**src/rtl/adc_seq_pkg.sv**
```systemverilog
// Shared constants, carriers and state types of the converter sequencer
package adc_seq_pkg;

   // Register byte offsets
   localparam logic [31:0] OFS_CTRL0   = 32'h0000_0000;
   localparam logic [31:0] OFS_CTRL1   = 32'h0000_0004;
   localparam logic [31:0] OFS_CTRL2   = 32'h0000_0008;
   localparam logic [31:0] OFS_RES_HI  = 32'h0000_000C;
   localparam logic [31:0] OFS_RES_LO  = 32'h0000_0010;
   localparam logic [31:0] OFS_STATUS  = 32'h0000_0014;
   localparam logic [31:0] OFS_MASK    = 32'h0000_0018;

   // Field positions
   localparam int unsigned START_BIT   = 0;
   localparam int unsigned PWR_BIT     = 1;
   localparam int unsigned BUSY_BIT    = 2;
   localparam int unsigned FMT_BIT     = 3;
   localparam int unsigned CH_LSB      = 4;
   localparam int unsigned SRC_LSB     = 0;
   localparam int unsigned DIV_LSB     = 4;
   localparam int unsigned REF_LSB     = 0;
   localparam int unsigned DONE_BIT    = 0;

   // Sequence lengths in converter clocks, result layout
   localparam logic [3:0]  SAMPLE_CLKS = 4'h4;
   localparam logic [3:0]  CONV_CLKS   = 4'hC;
   localparam logic [3:0]  RES_TOP     = 4'hB;
   localparam logic [11:0] SAR_FIRST   = 12'h800;
   localparam logic [11:0] FULL_SCALE  = 12'hFFF;

   localparam logic [1:0]  RESP_OKAY   = 2'h0;
   localparam logic [1:0]  RESP_SLVERR = 2'h2;

   typedef enum logic [1:0] {ST_IDLE, ST_SAMPLE, ST_CONVERT} conv_state_type;

   // Controls toward the input multiplexer and conversion core
   typedef struct packed {
      logic        power_en;
      logic        sample_en;
      logic        ext_connect;
      logic [3:0]  ext_sel;
      logic [3:0]  src_sel;
      logic [1:0]  ref_sel;
      logic [11:0] sar_code;
   } analog_ctl_type;

   typedef struct packed {
      conv_state_type st;
      logic [3:0]     cnt;
      logic [11:0]    sar;
      logic [11:0]    result;
      logic           start;
      logic           pwr;
      logic           fmt;
      logic [3:0]     ch;
      logic [3:0]     src;
      logic [2:0]     div;
      logic [1:0]     rsel;
      logic           stat;
      logic           mask;
      logic [2:0]     cmp_s;
      logic           cmp;
      logic           awrdy;
      logic           wrdy;
      logic           have_aw;
      logic           have_w;
      logic [31:0]    awaddr;
      logic [31:0]    wdata;
      logic [3:0]     wstrb;
      logic           bvalid;
      logic [1:0]     bresp;
      logic           arrdy;
      logic           rvalid;
      logic [31:0]    rdata;
      logic [1:0]     rresp;
      analog_ctl_type ana;
      logic           busy;
      logic           irq;
   } seq_state_type;

   // Every field idles at zero: powered down, external channel 0, divide by 1
   localparam seq_state_type SEQ_RESET = '0;

   localparam logic [6:0] DIV_CNT_RESET = 7'h00;

   function automatic logic src_is_external(logic [3:0] s);
      return (s == 4'h0) || (s == 4'h4) || (s[3:2] == 2'b11);
   endfunction

endpackage

```
**src/rtl/conv_clock_divider_gen.sv**
```systemverilog
// Converter clock tick generator: one tick every 2**code system clocks
`timescale 1ns/1ns
module conv_clock_divider_gen
   import adc_seq_pkg::*;
#(
   parameter int unsigned CODE_W = 3
) (
   input  wire logic              i_clk,
   input  wire logic              i_rst_n,
   input  wire logic [CODE_W-1:0] i_code,
   input  wire logic              i_restart,
   output logic                   o_tick
);

   if (CODE_W < 1 || CODE_W > 3) begin : g_bad_code_w
      $error("conv_clock_divider_gen: CODE_W must be 1 to 3");
   end

   typedef struct packed {
      logic [6:0] cnt;
      logic       tick;
   } div_state_type;

   div_state_type q;
   div_state_type n;
   logic [6:0]    lim;

   always_comb begin
      lim = 7'((8'h01 << i_code) - 8'h01);
      n   = q;
      n.tick = 1'b0;
      if (i_restart) begin
         // Realign so the first converter period is a full one
         n.cnt = DIV_CNT_RESET;
      end else if (q.cnt >= lim) begin
         n.cnt  = DIV_CNT_RESET;
         n.tick = 1'b1;
      end else begin
         n.cnt = q.cnt + 7'h01;
      end
   end

   always_ff @(posedge i_clk or negedge i_rst_n) begin
      if (!i_rst_n) begin
         q <= '0;
      end else begin
         q <= n;
      end
   end

   assign o_tick = q.tick;
endmodule // conv_clock_divider_gen

```
**src/rtl/adc_conversion_sequencer.sv**
```systemverilog
// Converter sequencer: register slave, conversion state machine, result and interrupt
//
// What this block does
// - Sample four clocks, convert twelve, sixteen total
// - Conversion runs on alone after launch
// - Start bit low-high-low launches one conversion
// - Busy high during conversion, low when done
// - External sources route selected pin channel
// - Internal sources disconnect every external channel
// - Software sets divider before enabling and starting
// - Enable powers converter; clear cuts it fully
// - Result twelve bits, full scale FFF
// - Format bit arranges result across bytes
// - Reference source field selects converter reference
// - Converter clock is system clock over 2**code
// - Completion sets flag, interrupts when enabled
`timescale 1ns/1ns
module adc_conversion_sequencer
   import adc_seq_pkg::*;
#(
   parameter int unsigned DIV_CODE_W = 3
) (
   input  wire logic     I_CORE_CLK,
   input  wire logic     I_ARST_N,
   input  wire logic     I_AWVALID,
   output logic          O_AWREADY,
   input  wire logic [31:0] I_AWADDR,
   input  wire logic     I_WVALID,
   output logic          O_WREADY,
   input  wire logic [31:0] I_WDATA,
   input  wire logic [3:0]  I_WSTRB,
   output logic          O_BVALID,
   input  wire logic     I_BREADY,
   output logic [1:0]    O_BRESP,
   input  wire logic     I_ARVALID,
   output logic          O_ARREADY,
   input  wire logic [31:0] I_ARADDR,
   output logic          O_RVALID,
   input  wire logic     I_RREADY,
   output logic [31:0]   O_RDATA,
   output logic [1:0]    O_RRESP,
   input  wire logic     I_CMP_ABOVE,
   output analog_ctl_type O_ANALOG,
   output logic          O_BUSY,
   output logic          O_IRQ
);

   if (DIV_CODE_W != 3) begin : g_bad_div_w
      $error("adc_conversion_sequencer: divider code must be 3 bits");
   end

   ////////////////////////////////////////////////////////////////////////////
   // Reset release and converter clock

   logic [1:0]    rst_sync_q;
   logic          rst_n;
   logic          tick;
   logic          launch;
   logic          done;
   logic          rd_clear;
   seq_state_type q;
   seq_state_type n;

   always_ff @(posedge I_CORE_CLK or negedge I_ARST_N) begin
      if (!I_ARST_N) begin
         rst_sync_q <= 2'h0;
      end else begin
         rst_sync_q <= {rst_sync_q[0], 1'b1};
      end
   end

   assign rst_n = rst_sync_q[1];

   conv_clock_divider_gen #(
      .CODE_W    (DIV_CODE_W)
   ) u_div (
      .i_clk     (I_CORE_CLK),
      .i_rst_n   (rst_n),
      .i_code    (q.div),
      .i_restart (launch),
      .o_tick    (tick)
   );

   ////////////////////////////////////////////////////////////////////////////
   // Helpers

   // Next successive-approximation code: drop the trial bit if below, try the next
   function automatic logic [11:0] sar_step(logic [11:0] s, logic [3:0] c, logic keep);
      logic [11:0] r;
      logic [3:0]  b;
      r = s;
      b = 4'(RES_TOP - c);
      if (!keep) begin
         r[b] = 1'b0;
      end
      if (b != 4'h0) begin
         r[b - 4'h1] = 1'b1;
      end
      return r;
   endfunction

   // Left aligned when fmt is 0, right aligned when 1
   function automatic logic [7:0] res_byte(logic [11:0] r, logic fmt, logic hi);
      logic [15:0] w;
      w = fmt ? {4'h0, r} : {r, 4'h0};
      return hi ? w[15:8] : w[7:0];
   endfunction

   function automatic logic mapped(logic [31:0] a);
      return (a == OFS_CTRL0) || (a == OFS_CTRL1) || (a == OFS_CTRL2) ||
             (a == OFS_RES_HI) || (a == OFS_RES_LO) || (a == OFS_STATUS) ||
             (a == OFS_MASK);
   endfunction

   ////////////////////////////////////////////////////////////////////////////
   // Next state

   always_comb begin
      n        = q;
      launch   = 1'b0;
      done     = 1'b0;
      rd_clear = 1'b0;

      // Comparator pin: third stage only moves the value once stages agree
      n.cmp_s = {q.cmp_s[1:0], I_CMP_ABOVE};
      if (q.cmp_s[1] == q.cmp_s[2]) begin
         n.cmp = q.cmp_s[2];
      end

      // Write channel: address and data taken in either order
      if (I_AWVALID && q.awrdy) begin
         n.have_aw = 1'b1;
         n.awaddr  = I_AWADDR;
      end
      if (I_WVALID && q.wrdy) begin
         n.have_w = 1'b1;
         n.wdata  = I_WDATA;
         n.wstrb  = I_WSTRB;
      end
      if (q.have_aw && q.have_w && !q.bvalid) begin
         n.have_aw = 1'b0;
         n.have_w  = 1'b0;
         n.bvalid  = 1'b1;
         n.bresp   = mapped(q.awaddr) ? RESP_OKAY : RESP_SLVERR;
         if (q.wstrb[0]) begin
            unique case (q.awaddr)
               OFS_CTRL0: begin
                  n.start = q.wdata[START_BIT];
                  n.pwr   = q.wdata[PWR_BIT];
                  n.fmt   = q.wdata[FMT_BIT];
                  n.ch    = q.wdata[CH_LSB +: 4];
               end
               OFS_CTRL1: begin
                  n.src = q.wdata[SRC_LSB +: 4];
                  n.div = q.wdata[DIV_LSB +: 3];
               end
               OFS_CTRL2: n.rsel = q.wdata[REF_LSB +: 2];
               OFS_MASK:  n.mask = q.wdata[DONE_BIT];
               default:   ;
            endcase
         end
      end
      if (q.bvalid && I_BREADY) begin
         n.bvalid = 1'b0;
      end
      n.awrdy = !n.have_aw && !n.bvalid;
      n.wrdy  = !n.have_w && !n.bvalid;

      // Read channel
      if (I_ARVALID && q.arrdy) begin
         n.rvalid = 1'b1;
         n.rresp  = mapped(I_ARADDR) ? RESP_OKAY : RESP_SLVERR;
         n.rdata  = 32'h0000_0000;
         unique case (I_ARADDR)
            OFS_CTRL0: begin
               n.rdata[START_BIT]   = q.start;
               n.rdata[PWR_BIT]     = q.pwr;
               n.rdata[BUSY_BIT]    = q.busy;
               n.rdata[FMT_BIT]     = q.fmt;
               n.rdata[CH_LSB +: 4] = q.ch;
            end
            OFS_CTRL1: begin
               n.rdata[SRC_LSB +: 4] = q.src;
               n.rdata[DIV_LSB +: 3] = q.div;
            end
            OFS_CTRL2:  n.rdata[REF_LSB +: 2] = q.rsel;
            OFS_RES_HI: n.rdata[7:0] = res_byte(q.result, q.fmt, 1'b1);
            OFS_RES_LO: n.rdata[7:0] = res_byte(q.result, q.fmt, 1'b0);
            OFS_STATUS: begin
               n.rdata[DONE_BIT] = q.stat;
               rd_clear          = 1'b1;
            end
            OFS_MASK:   n.rdata[DONE_BIT] = q.mask;
            default:    ;
         endcase
      end
      if (q.rvalid && I_RREADY) begin
         n.rvalid = 1'b0;
      end
      n.arrdy = !n.rvalid;

      // Launch on the falling edge of the start bit after it was high
      launch = q.start && !n.start && n.pwr;

      // Sequencer runs from converter ticks alone once launched
      if (!n.pwr) begin
         n.st  = ST_IDLE;
         n.cnt = 4'h0;
      end else if (launch) begin
         n.st  = ST_SAMPLE;
         n.cnt = 4'h0;
      end else if (tick) begin
         unique case (q.st)
            ST_IDLE: ;
            ST_SAMPLE: begin
               if (q.cnt == SAMPLE_CLKS - 4'h1) begin
                  n.st  = ST_CONVERT;
                  n.cnt = 4'h0;
                  n.sar = SAR_FIRST;
               end else begin
                  n.cnt = q.cnt + 4'h1;
               end
            end
            ST_CONVERT: begin
               // Filtered answer of this cycle, so four-clock periods still judge the trial
               n.sar = sar_step(q.sar, q.cnt, n.cmp);
               if (q.cnt == CONV_CLKS - 4'h1) begin
                  // Both bytes come from one store, so they change together
                  n.st     = ST_IDLE;
                  n.result = n.sar;
                  done     = 1'b1;
               end else begin
                  n.cnt = q.cnt + 4'h1;
               end
            end
         endcase
      end

      // Completion beats a same-cycle read clear
      n.stat = done || (q.stat && !rd_clear);
      n.irq  = n.stat && n.mask;
      n.busy = (n.st != ST_IDLE);

      n.ana.power_en    = n.pwr;
      n.ana.sample_en   = (n.st == ST_SAMPLE);
      n.ana.ext_connect = n.pwr && src_is_external(n.src);
      n.ana.ext_sel     = n.ch;
      n.ana.src_sel     = n.src;
      n.ana.ref_sel     = n.rsel;
      n.ana.sar_code    = n.sar;
   end

   always_ff @(posedge I_CORE_CLK or negedge rst_n) begin
      if (!rst_n) begin
         q <= SEQ_RESET;
      end else begin
         q <= n;
      end
   end

   ////////////////////////////////////////////////////////////////////////////
   // Outputs

   assign O_AWREADY = q.awrdy;
   assign O_WREADY  = q.wrdy;
   assign O_BVALID  = q.bvalid;
   assign O_BRESP   = q.bresp;
   assign O_ARREADY = q.arrdy;
   assign O_RVALID  = q.rvalid;
   assign O_RDATA   = q.rdata;
   assign O_RRESP   = q.rresp;
   assign O_ANALOG  = q.ana;
   assign O_BUSY    = q.busy;
   assign O_IRQ     = q.irq;
endmodule // adc_conversion_sequencer

```
**config.mk**
```make
export PLATFORM = sky130hd
export DESIGN_NAME = adc_conversion_sequencer
export DESIGN_NICKNAME = d
export VERILOG_FILES = /design/src/rtl/adc_seq_pkg.sv /design/src/rtl/conv_clock_divider_gen.sv /design/src/rtl/adc_conversion_sequencer.sv
export SDC_FILE = /design/constraint.sdc
export NUM_CORES = 1
export LEC_CHECK = 0
export ABC_AREA = 1
export ABC_CLOCK_PERIOD_IN_PS = 4900
export BUFFER_PORTS_ARGS = -buffer_cell sky130_fd_sc_hd__buf_2
export CAP_MARGIN = 5
export CORE_MARGIN = 3
export CORE_UTILIZATION = 54
export CTS_BUF_LIST = sky130_fd_sc_hd__clkbuf_16
export CTS_CLUSTER_DIAMETER = 120
export DETAILED_ROUTE_END_ITERATION = 10
export GPL_ROUTABILITY_DRIVEN = 0
export MAX_ROUTING_LAYER = met4
export PLACE_DENSITY = 0.81
export SETUP_SLACK_MARGIN = 0.2
export SYNTH_ARGS = -nofsm -noshare
export SYNTH_HDL_FRONTEND = slang
export SYNTH_SLANG_ARGS = --single-unit
```
**constraint.sdc**
```tcl
create_clock -name I_CORE_CLK -period 4.9 [get_ports I_CORE_CLK]
set_input_delay 0.49 -clock I_CORE_CLK [delete_from_list [all_inputs] [get_ports I_CORE_CLK]]
set_output_delay 0.49 -clock I_CORE_CLK [all_outputs]
set_load 0.05 [all_outputs]
```
==> results.yml <==
outcome:
  status: "complete, no violations"
synth:
  synth.most_common_cell: "nand2_1"
  syn-instance-count: 916
  synth_flop_cell: "dfrtp_1"
  synth_seq_area_share_pct: 44.5
  ys_seq_elements: 124
  synth_edf_count: 0
  yosysWarningCount: 0
  ys_top_cells_by_count: "nand2_1, dfrtp_1, nor2_1"
  syn-cell-area_um2: 6980
  synth_top_area_share_pct: 44.5
  synth.distinct_cells: 39
  synth_async_sr_flop_share_pct: 100
  synthTopCellsByArea: "dfrtp_1, nand2_1, buf_4"
  syn_area_per_cell_um2: 7.62
  synth_area_leader_cell: "dfrtp_1"
worst_setup_path:
  max_stage_delay_ns: 0.76
  cp_num_buf_inv: 1
  worstPathRequired_ns: 5.16
  crit_fanout: 33
  ff2ff_setup_slack_ns: 2.26
  r2r_cells: 8
  cp.depth: 8
  worst_setup_path_start_kind: "register"
  timing.rr.start: "O_BVALID"
  worstPathArrival_ns: 2.90
  crit_family: "simple AND/OR/NAND/NOR gates"
  startpoint: "O_BVALID"
  crit_top_cell: "nand2_2"
  cp_cell_sequence: "inv_1 > nand3_1 > nor2_1 > nand2_2 > nand2_2 > nand2_4 > nand2_2 > o21ai_0"
  endpoint: "O_BUSY"
  r2r_end: "O_BUSY"
  slowest_stage: "nor2_1"
  path_class: "register to register"
  worstSetupEndpointType: "register"
power_and_ir_drop:
  p_sw_uw: 1050
  finalPower_uw: 3150
  power_frac_seq_pct: 42.8
  p_leak_uw: 0.00413
  powerDensity_nw_per_um2: 399
  switching_share_pct: 33.3
  power_frac_comb_pct: 21.3
  vdd_ir_drop_max_mv: 0.411
  p_clk_share_pct: 35.8
  cellInternalPower_uw: 2100
finish:
  multi_input_area_um2: 3090
  regArea_um2: 3110
  final_layout_size_suffix_gt1_share_pct: 18.3
  final_cell_count_no_fill: 1180
  nets: 1124
  finalCoreUtilization_pct: 64.0
  syn2layout_area_growth_pct: 12.9
  nFillCells: 1095
global_routing:
  grt_max_degree: 68
  grt_overflow: 0
  grt_pass1_wl_mm: 26.0
  grt_pass1_vias: 5669
  track_usage_pct: 22.9
  antenna_found_initial: 2
clock_tree:
  cts_root_buf: "clkbuf_16"
  clk_latency_ns: 0.42
  cts.htree.levels: 4
  tritoncts: "done"
  cts_buffers: 17
  clockBufferDepth: 2
  cts_sinks: 124
  path_clk_slew_ns: 0.06
  ctsResizeCount: 0
routing:
  routed_wirelength_mm: 15.4
  drt_iter0_markers: 653
  vias: 5986
  vias_per_cell: 5.07
  drc: 0
  wl_per_cell_um: 13.0
  ant_nets: 0
  dr.pass1.iters: 6
sta:
  fin_tns_setup_ns: 0
  hold_viol_final: 0
  fin_crit_ns: 2.64
  slew_headroom_pct: 40.1
  slew_violations: 0
  finalSetupViolCount: 0
  fin_worst_skew_ns: 0.00697
  tightest_slew_ns: 0.896
  fmax_mhz: 378
  rsz0062_at_grt: "no"
  post-route-period-util_pct: 54.0
floorplan:
  fp.dieH_um: 120
  ios: 176
  dieArea_um2: 14300
  core_um2: 12300
  rows: 40
  start_util_pct: 56.7
  die_width_um: 120
job:
  drv_cap: 0
placement:
  dp_hpwl_mm: 11.0
  dp_cells: 1146
  io_buffers: 122
hold_path:
  hold_class: "input port to register"
metrics by stage:
stage,hold WS (ns),setup WS [ns],area (µm²)
2_1_floorplan,0.194,1.19,7070
3_3_place_gp,0.277,2.42,7330
3_5_place_dp,0.281,2.33,7330
4_1_cts,0.161,2.30,7880
5_1_grt,0.168,2.03,7880
6_report,0.177,2.26,7880
cell usage in the layout (no fill, tap or decap), drive strengths merged, types with 2 or more instances in the layout:
| master | synthesis | final |
|---|---|---|
| a21oi | 22 | 22 |
| buf | 73 | 125 |
| clkbuf | 15 | 17 |
| clkinv | 1 | 7 |
| clkinvlp | 0 | 5 |
| conb | 2 | 27 |
| dfrtp | 124 | 124 |
| diode | 0 | 2 |
| ha | 18 | 18 |
| inv | 78 | 80 |
| nand2 | 319 | 319 |
| nand3 | 51 | 51 |
| nand3b | 2 | 2 |
| nand4 | 36 | 36 |
| nor2 | 92 | 92 |
| nor3 | 4 | 4 |
| o21ai | 62 | 62 |
| o22ai | 3 | 3 |
| xnor2 | 2 | 2 |
| xor2 | 5 | 5 |
what timing repair did:
action | 4_1_cts | 5_1_grt
setup buffers | 0 | 0
hold buffers | 1 | 0
hold endpoints to repair | 2 | 0
power groups by stage:
stage               logic, µW  registers (µW)  clock network, µW
floorplan                 481            1410                  0
global placement          652            1350                  0
detailed placement        668            1360                  0
CTS                       676            1350               1140
global route              764            1370               1190
finish                    671            1350               1130
cells by family after synthesis:
kind of cell | share of synthesized area, %
DFF | 44.5
other | 0.108
muxes | 0.143
xor gates and xnor gates | 0.879
buffers and inverters | 12.6
AOI/OAI and AO/OA | 6.74
adders and majority gates | 3.23
and+or+nand+nor | 31.8
worst min path at each step:
stage                           start             to  cells after the start
after CTS                 I_CMP_ABOVE         n[140]                      1
final                     I_CMP_ABOVE         n[140]                      1
after floorplan              I_ARST_N  rst_sync_q[0]                      0
after global placement       I_ARST_N  rst_sync_q[0]                      1
after detailed placement     I_ARST_N  rst_sync_q[0]                      1
after global routing      I_CMP_ABOVE         n[140]                      1
area by class of cell:
cell class                 count  share of cell area (%)
sequential                   124                    39.4
multi-input combinational    650                    39.2
timing repair buffer         126                    8.16
clock buffer                  17                    5.40
inverter                      79                    3.76
tap                          168                    2.67
clock inverter                14                    1.35
antenna                        2                  0.0635
per-layer routing:
metal  vias up  share of wire, %  global-route usage (%)
met1      2693                43                    29.6
li1       2991                 -                       -
met4         0               2.3                    10.1
met2       267                45                    34.7
met3        35               8.9                    5.47
met5         -                 0                       -
state kept, by name, indices dropped and copies added (netlist names):
name and flops:
O_BVALID 1, n 2, u_div.q 7, q 70, O_BRESP 1, O_AWREADY 1, O_RRESP 1, O_RVALID 1
O_RDATA 8, O_IRQ 1, O_ARREADY 1, O_BUSY 1, O_ANALOG 25, O_WREADY 1, rst_sync_q 2, u_div.o_tick 1
No activity file was read; power rests on OpenSTA's default activity.
